File: config.mk
export PLATFORM = sky130hd
export DESIGN_NAME = move_or_rotate_exec_unit
export DESIGN_NICKNAME = d
export VERILOG_FILES = /design/src/exec_pkg.sv /design/src/move_or_rotate_exec_unit.sv /design/src/exec_alu.sv
export SDC_FILE = /design/constraint.sdc
export NUM_CORES = 2
export LEC_CHECK = 0
export BUFFER_PORTS_ARGS = -buffer_cell sky130_fd_sc_hd__buf_2
export CAP_MARGIN = 0
export CELL_PAD_IN_SITES_DETAIL_PLACEMENT = 0
export CELL_PAD_IN_SITES_GLOBAL_PLACEMENT = 1
export CORE_MARGIN = 5
export CORE_UTILIZATION = 45
export DETAILED_ROUTE_END_ITERATION = 8
export GPL_TIMING_DRIVEN = 0
export PLACE_DENSITY = 0.72
export SYNTH_ARGS = -nofsm -noshare
export SYNTH_HDL_FRONTEND = slang
export SYNTH_SLANG_ARGS = --single-unit
File: constraint.sdc
create_clock -name clk_i -period 9.4 [get_ports clk_i]
set_clock_uncertainty 0.05 [all_clocks]
set_input_delay 0.47 -clock clk_i [delete_from_list [all_inputs] [get_ports clk_i]]
set_output_delay 0.47 -clock clk_i [all_outputs]
set_load 0.01 [all_outputs]
File: src/exec_pkg.sv
// Package of constants and types for the move/rotate execution unit
package exec_pkg;

   // ==========================================================
   // Data widths
   localparam int DATA_W = 8;
   localparam int ADDR_W = 7;
   localparam int PC_W   = 13;
   localparam int FILE_DEPTH = 128;

   // ==========================================================
   // AXI4-Lite register offsets (byte addresses)
   localparam logic [7:0] CTRL_OFF   = 8'h00;
   localparam logic [7:0] INSTR_OFF  = 8'h04;
   localparam logic [7:0] WORK_OFF   = 8'h08;
   localparam logic [7:0] STATUS_OFF = 8'h0C;
   localparam logic [7:0] PC_OFF     = 8'h10;
   localparam logic [7:0] STACK_OFF  = 8'h14;
   localparam logic [7:0] FADDR_OFF  = 8'h18;
   localparam logic [7:0] FDATA_OFF  = 8'h1C;

   // ==========================================================
   // Instruction word fields
   localparam int OPC_LSB  = 16;
   localparam int DEST_BIT = 8;

   // ==========================================================
   // Status field positions
   localparam int ZERO_BIT  = 0;
   localparam int CARRY_BIT = 1;
   localparam int GIE_BIT   = 2;

   // ==========================================================
   // Reset values
   localparam logic [DATA_W-1:0] WORK_RST = 8'h00;
   localparam logic [PC_W-1:0]   PC_RST   = 13'h0000;

   // ==========================================================
   // Operation codes
   typedef enum logic [3:0] {
      idle_op              = 4'h0,
      load_literal_op      = 4'h1,
      or_with_file_op      = 4'h2,
      store_work_op        = 4'h3,
      file_move_op         = 4'h4,
      interrupt_return_op  = 4'h5,
      rotate_left_carry_op = 4'h6
   } opcode_e;

   // ==========================================================
   // AXI responses
   localparam logic [1:0] RESP_OKAY   = 2'h0;
   localparam logic [1:0] RESP_SLVERR = 2'h2;

endpackage

File: src/move_or_rotate_exec_unit.sv
// Top of the move/rotate execution unit with its AXI4-Lite register slave
//
// Overview of operation
// RULE_01 - Literal load fills work register, flags untouched
// RULE_02 - OR work with file, update zero
// RULE_03 - OR result to work or file by dest
// RULE_04 - Store work into file, flags untouched
// RULE_05 - File move to work or back by dest
// RULE_06 - File move always updates zero flag
// RULE_07 - Rotate left through carry, only carry changes
// RULE_08 - Rotate result to work or file by dest
// RULE_09 - Interrupt return loads PC, sets irq enable
// RULE_10 - Idle changes nothing, PC advances
//
// Added by the designer: the AXI4-Lite register port and the address map.
`timescale 1ns/1ps
module move_or_rotate_exec_unit
   import exec_pkg::*;
(
   input  wire logic        clk_i,
   input  wire logic        sys_rst_i,
   input  wire logic [7:0]  s_axi_awaddr_i,
   input  wire logic        s_axi_awvalid_i,
   output logic             s_axi_awready_o,
   input  wire logic [31:0] s_axi_wdata_i,
   input  wire logic [3:0]  s_axi_wstrb_i,
   input  wire logic        s_axi_wvalid_i,
   output logic             s_axi_wready_o,
   output logic [1:0]       s_axi_bresp_o,
   output logic             s_axi_bvalid_o,
   input  wire logic        s_axi_bready_i,
   input  wire logic [7:0]  s_axi_araddr_i,
   input  wire logic        s_axi_arvalid_i,
   output logic             s_axi_arready_o,
   output logic [31:0]      s_axi_rdata_o,
   output logic [1:0]       s_axi_rresp_o,
   output logic             s_axi_rvalid_o,
   input  wire logic        s_axi_rready_i
);

   // ==========================================================
   // State
   logic [DATA_W-1:0] file_mem [FILE_DEPTH];
   logic [DATA_W-1:0] work_r, work_nxt;
   logic              zero_r, zero_nxt;
   logic              carry_r, carry_nxt;
   logic              gie_r, gie_nxt;
   logic [PC_W-1:0]   pc_r, pc_nxt;
   logic [PC_W-1:0]   stack_top_r, stack_top_nxt;
   logic [31:0]       instr_r, instr_nxt;
   logic [ADDR_W-1:0] faddr_r, faddr_nxt;
   logic              fwr_en;
   logic [ADDR_W-1:0] fwr_addr;
   logic [DATA_W-1:0] fwr_data;

   logic              aw_got_r, aw_got_nxt;
   logic              w_got_r, w_got_nxt;
   logic [7:0]        awaddr_r, awaddr_nxt;
   logic [31:0]       wdata_r, wdata_nxt;
   logic [3:0]        wstrb_r, wstrb_nxt;
   logic              bvalid_r, bvalid_nxt;
   logic [1:0]        bresp_r, bresp_nxt;
   logic              rvalid_r, rvalid_nxt;
   logic [31:0]       rdata_r, rdata_nxt;
   logic [1:0]        rresp_r, rresp_nxt;

   // ==========================================================
   // Decode helpers
   function automatic logic [31:0] merge(input logic [31:0] old, input logic [31:0] nw, input logic [3:0] st);
      logic [31:0] m;
      m = old;
      for (int i = 0; i < 4; i++) begin
         if (st[i]) begin
            m[i*8 +: 8] = nw[i*8 +: 8];
         end
      end
      return m;
   endfunction

   // ==========================================================
   // Instruction execution
   logic [3:0]        opc;
   logic              dest;
   logic [ADDR_W-1:0] iaddr;
   logic [DATA_W-1:0] alu_res;
   logic              alu_zu, alu_cu, alu_c;
   logic              wr_fire, exec_go;

   assign opc   = instr_r[OPC_LSB +: 4];
   assign dest  = instr_r[DEST_BIT];
   assign iaddr = instr_r[ADDR_W-1:0];

   exec_alu u_alu (
      .opc_i       (opc),
      .work_i      (work_r),
      .file_i      (file_mem[iaddr]),
      .lit_i       (instr_r[DATA_W-1:0]),
      .carry_i     (carry_r),
      .result_o    (alu_res),
      .zero_upd_o  (alu_zu),
      .carry_upd_o (alu_cu),
      .carry_o     (alu_c)
   );

   assign wr_fire = aw_got_r && w_got_r && !bvalid_r;
   // Writing bit 0 of the control word launches the held instruction
   assign exec_go = wr_fire && (awaddr_r == CTRL_OFF) && wstrb_r[0] && wdata_r[0];

   always_comb begin
      work_nxt      = work_r;
      zero_nxt      = zero_r;
      carry_nxt     = carry_r;
      gie_nxt       = gie_r;
      pc_nxt        = pc_r;
      stack_top_nxt = stack_top_r;
      instr_nxt     = instr_r;
      faddr_nxt     = faddr_r;
      fwr_en        = 1'b0;
      fwr_addr      = iaddr;
      fwr_data      = alu_res;
      if (exec_go) begin
         pc_nxt = pc_r + 13'h0001; // RULE_10
         if (alu_zu) begin
            zero_nxt = (alu_res == 8'h00); // RULE_02 RULE_06
         end
         if (alu_cu) begin
            carry_nxt = alu_c; // RULE_07
         end
         case (opc)
            load_literal_op: begin
               work_nxt = alu_res; // RULE_01
            end
            store_work_op: begin
               fwr_en = 1'b1; // RULE_04
            end
            or_with_file_op, file_move_op, rotate_left_carry_op: begin
               if (dest) begin
                  fwr_en = 1'b1; // RULE_03 RULE_05 RULE_08
               end else begin
                  work_nxt = alu_res; // RULE_03 RULE_05 RULE_08
               end
            end
            interrupt_return_op: begin
               pc_nxt  = stack_top_r; // RULE_09
               gie_nxt = 1'b1; // RULE_09
            end
            default: begin
               pc_nxt = pc_r + 13'h0001; // RULE_10
            end
         endcase
      end else if (wr_fire) begin
         case (awaddr_r)
            INSTR_OFF: instr_nxt = merge(instr_r, wdata_r, wstrb_r);
            WORK_OFF: begin
               if (wstrb_r[0]) work_nxt = wdata_r[DATA_W-1:0];
            end
            STATUS_OFF: begin
               if (wstrb_r[0]) begin
                  zero_nxt  = wdata_r[ZERO_BIT];
                  carry_nxt = wdata_r[CARRY_BIT];
                  gie_nxt   = wdata_r[GIE_BIT];
               end
            end
            PC_OFF: pc_nxt = PC_W'(merge(32'(pc_r), wdata_r, wstrb_r));
            STACK_OFF: stack_top_nxt = PC_W'(merge(32'(stack_top_r), wdata_r, wstrb_r));
            FADDR_OFF: begin
               if (wstrb_r[0]) faddr_nxt = wdata_r[ADDR_W-1:0];
            end
            FDATA_OFF: begin
               fwr_en   = wstrb_r[0];
               fwr_addr = faddr_r;
               fwr_data = wdata_r[DATA_W-1:0];
            end
            default: begin
               fwr_en = 1'b0;
            end
         endcase
      end
   end

   always_ff @(posedge clk_i or posedge sys_rst_i) begin
      if (sys_rst_i) begin
         work_r      <= WORK_RST;
         zero_r      <= 1'b0;
         carry_r     <= 1'b0;
         gie_r       <= 1'b0;
         pc_r        <= PC_RST;
         stack_top_r <= PC_RST;
         instr_r     <= 32'h0000_0000;
         faddr_r     <= 7'h00;
      end else begin
         work_r      <= work_nxt;
         zero_r      <= zero_nxt;
         carry_r     <= carry_nxt;
         gie_r       <= gie_nxt;
         pc_r        <= pc_nxt;
         stack_top_r <= stack_top_nxt;
         instr_r     <= instr_nxt;
         faddr_r     <= faddr_nxt;
      end
   end

   // File array has no reset; contents are undefined until written
   always_ff @(posedge clk_i) begin
      if (fwr_en) begin
         file_mem[fwr_addr] <= fwr_data;
      end
   end

   // ==========================================================
   // AXI4-Lite write channel
   function automatic logic known_addr(input logic [7:0] a);
      return a inside {CTRL_OFF, INSTR_OFF, WORK_OFF, STATUS_OFF, PC_OFF, STACK_OFF, FADDR_OFF, FDATA_OFF};
   endfunction

   always_comb begin
      aw_got_nxt = aw_got_r;
      w_got_nxt  = w_got_r;
      awaddr_nxt = awaddr_r;
      wdata_nxt  = wdata_r;
      wstrb_nxt  = wstrb_r;
      bvalid_nxt = bvalid_r;
      bresp_nxt  = bresp_r;
      if (s_axi_awvalid_i && s_axi_awready_o) begin
         aw_got_nxt = 1'b1;
         awaddr_nxt = {s_axi_awaddr_i[7:2], 2'b00};
      end
      if (s_axi_wvalid_i && s_axi_wready_o) begin
         w_got_nxt = 1'b1;
         wdata_nxt = s_axi_wdata_i;
         wstrb_nxt = s_axi_wstrb_i;
      end
      if (wr_fire) begin
         aw_got_nxt = 1'b0;
         w_got_nxt  = 1'b0;
         bvalid_nxt = 1'b1;
         bresp_nxt  = known_addr(awaddr_r) ? RESP_OKAY : RESP_SLVERR;
      end
      if (bvalid_r && s_axi_bready_i) begin
         bvalid_nxt = 1'b0;
      end
   end

   // Ready only while the slot is empty and no response waits, so one write is under way at a time
   always_ff @(posedge clk_i or posedge sys_rst_i) begin
      if (sys_rst_i) begin
         aw_got_r        <= 1'b0;
         w_got_r         <= 1'b0;
         awaddr_r        <= 8'h00;
         wdata_r         <= 32'h0000_0000;
         wstrb_r         <= 4'h0;
         bvalid_r        <= 1'b0;
         bresp_r         <= RESP_OKAY;
         s_axi_awready_o <= 1'b0;
         s_axi_wready_o  <= 1'b0;
      end else begin
         aw_got_r        <= aw_got_nxt;
         w_got_r         <= w_got_nxt;
         awaddr_r        <= awaddr_nxt;
         wdata_r         <= wdata_nxt;
         wstrb_r         <= wstrb_nxt;
         bvalid_r        <= bvalid_nxt;
         bresp_r         <= bresp_nxt;
         s_axi_awready_o <= !aw_got_nxt && !bvalid_nxt;
         s_axi_wready_o  <= !w_got_nxt && !bvalid_nxt;
      end
   end

   // ==========================================================
   // AXI4-Lite read channel
   always_comb begin
      rvalid_nxt = rvalid_r;
      rdata_nxt  = rdata_r;
      rresp_nxt  = rresp_r;
      if (s_axi_arvalid_i && s_axi_arready_o) begin
         rvalid_nxt = 1'b1;
         rresp_nxt  = RESP_OKAY;
         case ({s_axi_araddr_i[7:2], 2'b00})
            CTRL_OFF:   rdata_nxt = 32'h0000_0000;
            INSTR_OFF:  rdata_nxt = instr_r;
            WORK_OFF:   rdata_nxt = {24'h000000, work_r};
            STATUS_OFF: rdata_nxt = {29'h0, gie_r, carry_r, zero_r};
            PC_OFF:     rdata_nxt = {19'h0, pc_r};
            STACK_OFF:  rdata_nxt = {19'h0, stack_top_r};
            FADDR_OFF:  rdata_nxt = {25'h0, faddr_r};
            FDATA_OFF:  rdata_nxt = {24'h000000, file_mem[faddr_r]};
            default: begin
               rdata_nxt = 32'h0000_0000;
               rresp_nxt = RESP_SLVERR;
            end
         endcase
      end else if (rvalid_r && s_axi_rready_i) begin
         rvalid_nxt = 1'b0;
      end
   end

   always_ff @(posedge clk_i or posedge sys_rst_i) begin
      if (sys_rst_i) begin
         rvalid_r        <= 1'b0;
         rdata_r         <= 32'h0000_0000;
         rresp_r         <= RESP_OKAY;
         s_axi_arready_o <= 1'b0;
      end else begin
         rvalid_r        <= rvalid_nxt;
         rdata_r         <= rdata_nxt;
         rresp_r         <= rresp_nxt;
         s_axi_arready_o <= !rvalid_nxt;
      end
   end

   assign s_axi_bvalid_o = bvalid_r;
   assign s_axi_bresp_o  = bresp_r;
   assign s_axi_rvalid_o = rvalid_r;
   assign s_axi_rdata_o  = rdata_r;
   assign s_axi_rresp_o  = rresp_r;

endmodule

File: src/exec_alu.sv
// Combinational result and flag logic for one instruction
`timescale 1ns/1ps
module exec_alu
   import exec_pkg::*;
(
   input  wire logic [3:0]        opc_i,
   input  wire logic [DATA_W-1:0] work_i,
   input  wire logic [DATA_W-1:0] file_i,
   input  wire logic [DATA_W-1:0] lit_i,
   input  wire logic              carry_i,
   output logic      [DATA_W-1:0] result_o,
   output logic                   zero_upd_o,
   output logic                   carry_upd_o,
   output logic                   carry_o
);

   always_comb begin
      result_o    = file_i;
      zero_upd_o  = 1'b0;
      carry_upd_o = 1'b0;
      carry_o     = carry_i;
      case (opc_i)
         load_literal_op: begin
            result_o = lit_i; // RULE_01
         end
         or_with_file_op: begin
            result_o   = work_i | file_i; // RULE_02
            zero_upd_o = 1'b1;
         end
         store_work_op: begin
            result_o = work_i; // RULE_04
         end
         file_move_op: begin
            result_o   = file_i; // RULE_05
            zero_upd_o = 1'b1; // RULE_06
         end
         rotate_left_carry_op: begin
            result_o    = {file_i[DATA_W-2:0], carry_i}; // RULE_07
            carry_o     = file_i[DATA_W-1];
            carry_upd_o = 1'b1;
         end
         default: begin
            result_o = file_i;
         end
      endcase
   end

endmodule

# Yosys cells after proc, flatten, opt, wreduce, memory -nomap -nowiden
# Memories as Yosys holds them, arrays and structs flattened.
# Cells that the tools add are included.
# totals
in_bits	59
mem_bits_rw	1024
memories	1
register_bits	161
word_cells	153
# classes
n_mux	54
n_eq_ne	26
reduce_logical	43
add_sub_neg	1
bitwise	2
# mem_list
name	words	word_bits	read_ports	rd_clocked_by_memory_dff	wr	line	text
file_mem	128	8	2	0	1	move_or_rotate_exec_unit.sv:43	logic [DATA_W-1:0] file_mem [FILE_DEPTH];
# ops
operator	n
$pmux 32 s7	1
$mux 8	8
$mux 13	4
$eq 6x3->1 const B	8
$reduce_and 4->1	9
$mux 1	32
$pmux 8 s4	1
$eq 6x2->1 const B	4
$mux 7	3
$logic_not 8->1	2
$pmux 8 s2	1
$add 13x1->13 const B	1
$eq 4x3->1 const B	3
$eq 6x1->1 const B	2
$logic_and 1x1->1	12
$reduce_bool 2->1	6
$reduce_and 5->1	2
$eq 4x2->1 const B	2
$or 8x8->8	1
$reduce_bool 8->1	1
$reduce_or 8->1	1
$logic_not 6->1	1
$reduce_and 3->1	2
$logic_not 1->1	5
other kinds (11)	14

# Logic depth before layout (Yosys ltp)
# depth
ltp_word	8
mapped_depth	15
mapped_depth_nobuf	9

# Cells and area by module
# Synthesis repeated with hierarchy kept, for this count alone.
# unflattened
cells_unflattened	3459
hier_area_um2	56322.8
# by_module_without_submodules
module	n_inst	area_each_um2	cells_each
move_or_rotate_exec_unit	1	55879.8	3395
exec_alu	1	442.9	64

# Least setup slack after synthesis
# OpenSTA, ideal clock, no wires.
# synth_path
path_type	register to register
start	register instr_r[0]
end	memory file_mem[0][2], data pin
n_path_buf	6
period_less_slack_ps	8762
slack_ps	638
arrival_ps	7487
stages_incl_launch_ff	15
t_required_ps	8125
setup_ps	1225
cell_sequence	dfrtp_1 -> buf_6 -> buf_12 -> buf_6 -> buf_6 -> buf_4 -> buf_4 -> nor2_1 -> a22oi_1 -> a22oi_1 -> o22ai_1 -> o2bb2ai_1 -> o21ai_0 -> a21oi_1 -> o31ai_1
# synth_via
elab_chain_len	6
# synth_lines
item	line	text
start: declaration	move_or_rotate_exec_unit.sv:50	logic [31:0] instr_r, instr_nxt;
start signal: assignment	move_or_rotate_exec_unit.sv:198	instr_r <= instr_nxt;
$mem_v2 128x8 (*)	-	
$or 8x8->8	exec_alu.sv:27	result_o = work_i | file_i;
$pmux 8 s4 (*)	exec_alu.sv:22	case (opc_i)
$mux 8	move_or_rotate_exec_unit.sv:152	case (awaddr_r)
$mux 8	move_or_rotate_exec_unit.sv:151	end else if (wr_fire) begin
$mux 8 (*)	move_or_rotate_exec_unit.sv:121	if (exec_go) begin
named net fwr_data[2]	move_or_rotate_exec_unit.sv:54	logic [DATA_W-1:0] fwr_data;
end: declaration	move_or_rotate_exec_unit.sv:43	
# Mark *: on every way through the listed nets, which the timed path passes. The rest lies on a longest branch.

# Final worst setup path
# layout_path
start	register instr_r[1]
end	memory file_mem[112][4] (enable)
# layout_via
elab_chain_len	3
# layout_lines
item	line
$mux 7	move_or_rotate_exec_unit.sv:152
$mux 7	move_or_rotate_exec_unit.sv:151
$mux 7 (*)	move_or_rotate_exec_unit.sv:121
# Every way passes the cells marked *; elsewhere a longest branch is shown, timed or not.

==> summary.txt <==
status = finished, violations left
failing checks = capacitance limit, slew limit
syn_area_per_cell = 17.6 sq um
Root Driver = clkbuf_16
Final HPWL DP = 167 mm
Initial Utilization = 45.4%
Detailed Route Iter0 Violations = 7317
CTS tree = yes
Worst Max-Slew Pin Slew = 1650 ps
post-CTS setup buffer count = 0
Final ANT Viol Nets = 0
CP Class = reg2reg
Final Max Tran Viols = 119
Finished Cell Area = 64300 sq um
largest net degree at the start of global routing = 114
commonest non-fill, non-tap cell in the layout = edfxtp_1
Peak VDD IR = 0.000431 V
Bufs on Longest Clock Path = 3
CTS Sinks = 1183
Distinct cells, synth = 82
final hold vios = 0
post-route insts no fill = 5253
IO Port Bufs = 92
Crit. End Element = flop
Die Y = 363 microns
Hold Crit Endpoint = s_axi_rresp_o[1]$_DFFE_PP0P_
kind of cell adding the most delay to the critical path = buffers and inverters
WL per Instance = 45.6 microns
I/O Pins = 100
Final nets = 3566
number of enable flip-flop cells after synthesis = 1024
Clock transition at path regs = 60 ps
synthesized flop and latch total = 1183
mapped cell area = 56200 sq um
CP bufs+invs = 7
routability-driven placement congestion ratio = 1.11
global-route wire length before repair = 316 mm
R2R Path End = file_mem[112][4]$_DFFE_PP_
filler cell count = 9965
Post-route DRC = 0
Hold Path Class = in2reg
Placed Cells incl. Taps = 4954
share of cells above drive strength 1 = 31.2%
Synth Instances = 3184
Placement Cell Area = 59500 sq um
die width = 363 microns
relative slew slack = -10.3%
GRT Overall Usage = 35.8%
H-tree lvl count = 4
Period minus WS final = 7260 ps
Top Layer Used = met5
Final setup viols = 0
post-cts gate resize count = 0
Overflow after GRT = 0
RSZ-0062 raised after global routing = no
vias = 38400
P_leak = 20.6 nW
number of vias per cell = 7.30
Synth async-reset ratio = 13.4%
Metal-1 WL = 81.0 mm
Skew-Pair Late Insertion Delay = 810 ps
CP Max Fanout = 10
ys flop type = edfxtp_1
Area Growth Syn to Fin = 14.4%
initial antenna violation count = 14
maximum clock frequency = 138 MHz
max-cap violation count = 15
fin crit share = 77.2%
area of the multi-input gates = 20300 sq um
Hold Path Stages = 3
most frequent cells in the layout = edfxtp_1, mux4_2, nor2_1, nand2_1, buf_2
vias in the first global route = 36000
Die ar. = 132000 sq um
hold-fix buffers at CTS = 49
CP max stage delay = 1210 ps
Worst R2R Path Depth = 11
core area = 124000 sq um
CP max stage cell = clkbuf_1
register-to-register setup slack = 2140 ps
Synthesis Warnings = 0
CP cell instances = buf_4 > buf_2 > buf_2 > clkbuf_2 > clkbuf_1 > nor3_1 > a21oi_1 > inv_1 > nand2_1 > clkbuf_1 > nor2_1
CP required = 9710 ps
Initial DRT Pass Iterations = 7
Hold Crit Start = s_axi_araddr_i[6]
standard-cell row count = 129
register area = 34700 sq um
CP arrival = 7570 ps
Seq/Total Area, Yosys = 61.8%
RR Startpoint = instr_r[1]$_DFFE_PP0P_
Detailed Route WL = 240 mm
metal3 WL = 40.9 mm
Setup crit start kind = flop
Pwr Density = 375 nW/um^2
met2 wire length = 97.9 mm
CTS Buf Count = 133
==> registers in the layout, summed over array words and instances (netlist names), 4 cells and up <==
register,flops
pc_r,13
file_mem,1024
instr_r,32
faddr_r,7
s_axi_rdata_o,32
awaddr_r,6
stack_top_r,13
wdata_r,32
wstrb_r,4
work_r,8
==> power breakdown <==
part	switching [mW]	internal [mW]	leakage (nW)
registers	0.219	8.49	11.3
logic	7.22	3.11	7.28
clock network	2.21	2.88	2.02
==> tightest hold or removal path, stage by stage <==
cell     delay [ps]
buf_2            80
nor3_1          110
o21ai_0         160
==> how the worst max path moves through the flow <==
| stage | end | cells after the start | start |
|---|---|---|---|
| floorplan | file_mem[0][2]$_DFFE_PP_ | 14 | instr_r[0]$_DFFE_PP0P_ |
| global placement | file_mem[115][4]$_DFFE_PP_ | 10 | instr_r[1]$_DFFE_PP0P_ |
| detailed placement | file_mem[97][5]$_DFFE_PP_ | 12 | instr_r[1]$_DFFE_PP0P_ |
| CTS | file_mem[97][5]$_DFFE_PP_ | 12 | instr_r[1]$_DFFE_PP0P_ |
| global route | file_mem[9][4]$_DFFE_PP_ | 12 | instr_r[1]$_DFFE_PP0P_ |
| finish | file_mem[112][4]$_DFFE_PP_ | 11 | instr_r[1]$_DFFE_PP0P_ |
==> through the flow <==
stage / setup WS (ps) / utilization [%] / total power, mW / hold WS [ps] / setup TNS, ps
6_report: 2140 / 51.9 / 24.1 / 28.2 / 0
5_1_grt: 2600 / 51.9 / 24.2 / 40.7 / 0
4_1_cts: 2540 / 51.8 / 23.4 / 12.8 / 0
3_5_place_dp: 2560 / 48.1 / 18.4 / 406 / 0
3_3_place_gp: -9120 / 47.4 / 15.8 / 402 / -7216260
2_1_floorplan: 638 / - / 13.8 / 399 / 0
==> cell families after synthesis <==
group / synth area share, %
AO/OA/AOI/OAI: 4.12
buffers and inverters: 2.29
XOR/XNOR: 0.187
flip-flops: 61.8
other: 0.00668
AND/OR/NAND/NOR: 4.58
multiplexers: 27.0
adder cells (fa/ha/maj): 0.0223
==> area by class of cell <==
| class | instances | share of cell area (%) |
|---|---|---|
| Antenna cell | 9 | 0.0350 |
| Buffer | 236 | 1.91 |
| Clock buffer | 176 | 5.61 |
| Clock inverter | 60 | 0.818 |
| Inverter | 23 | 0.146 |
| Multi-Input combinational cell | 1743 | 31.6 |
| Sequential cell | 1183 | 54.0 |
| Tap cell | 1637 | 3.19 |
| Timing Repair Buffer | 186 | 2.69 |
==> per-layer routing <==
metal,vias up,track usage [%]
li1,13900,-
met1,19700,44.3
met2,3805,49.4
met3,893,18.2
met4,8,23.6
met5,-,0
==> Yosys cell counts (19+ instances only) <==
cell      number  area share [%]
edfxtp_1    1024              55
mux4_2       516              21
nor2_1       212             1.4
nand2_1      184             1.2
dfrtp_1      159             7.1
mux2i_1      151             2.7
mux2_2       137             2.7
clkbuf_1     117            0.78
buf_2         65            0.58
o21ai_0       59            0.53
nand3_1       54            0.48
a21oi_1       48            0.43
a22oi_1       45            0.60
a31oi_1       23            0.26
nor2b_1       23            0.26
buf_1         20            0.13
inv_1         20            0.13
nor3_1        19            0.17
(Power assumes the default switching activity.)
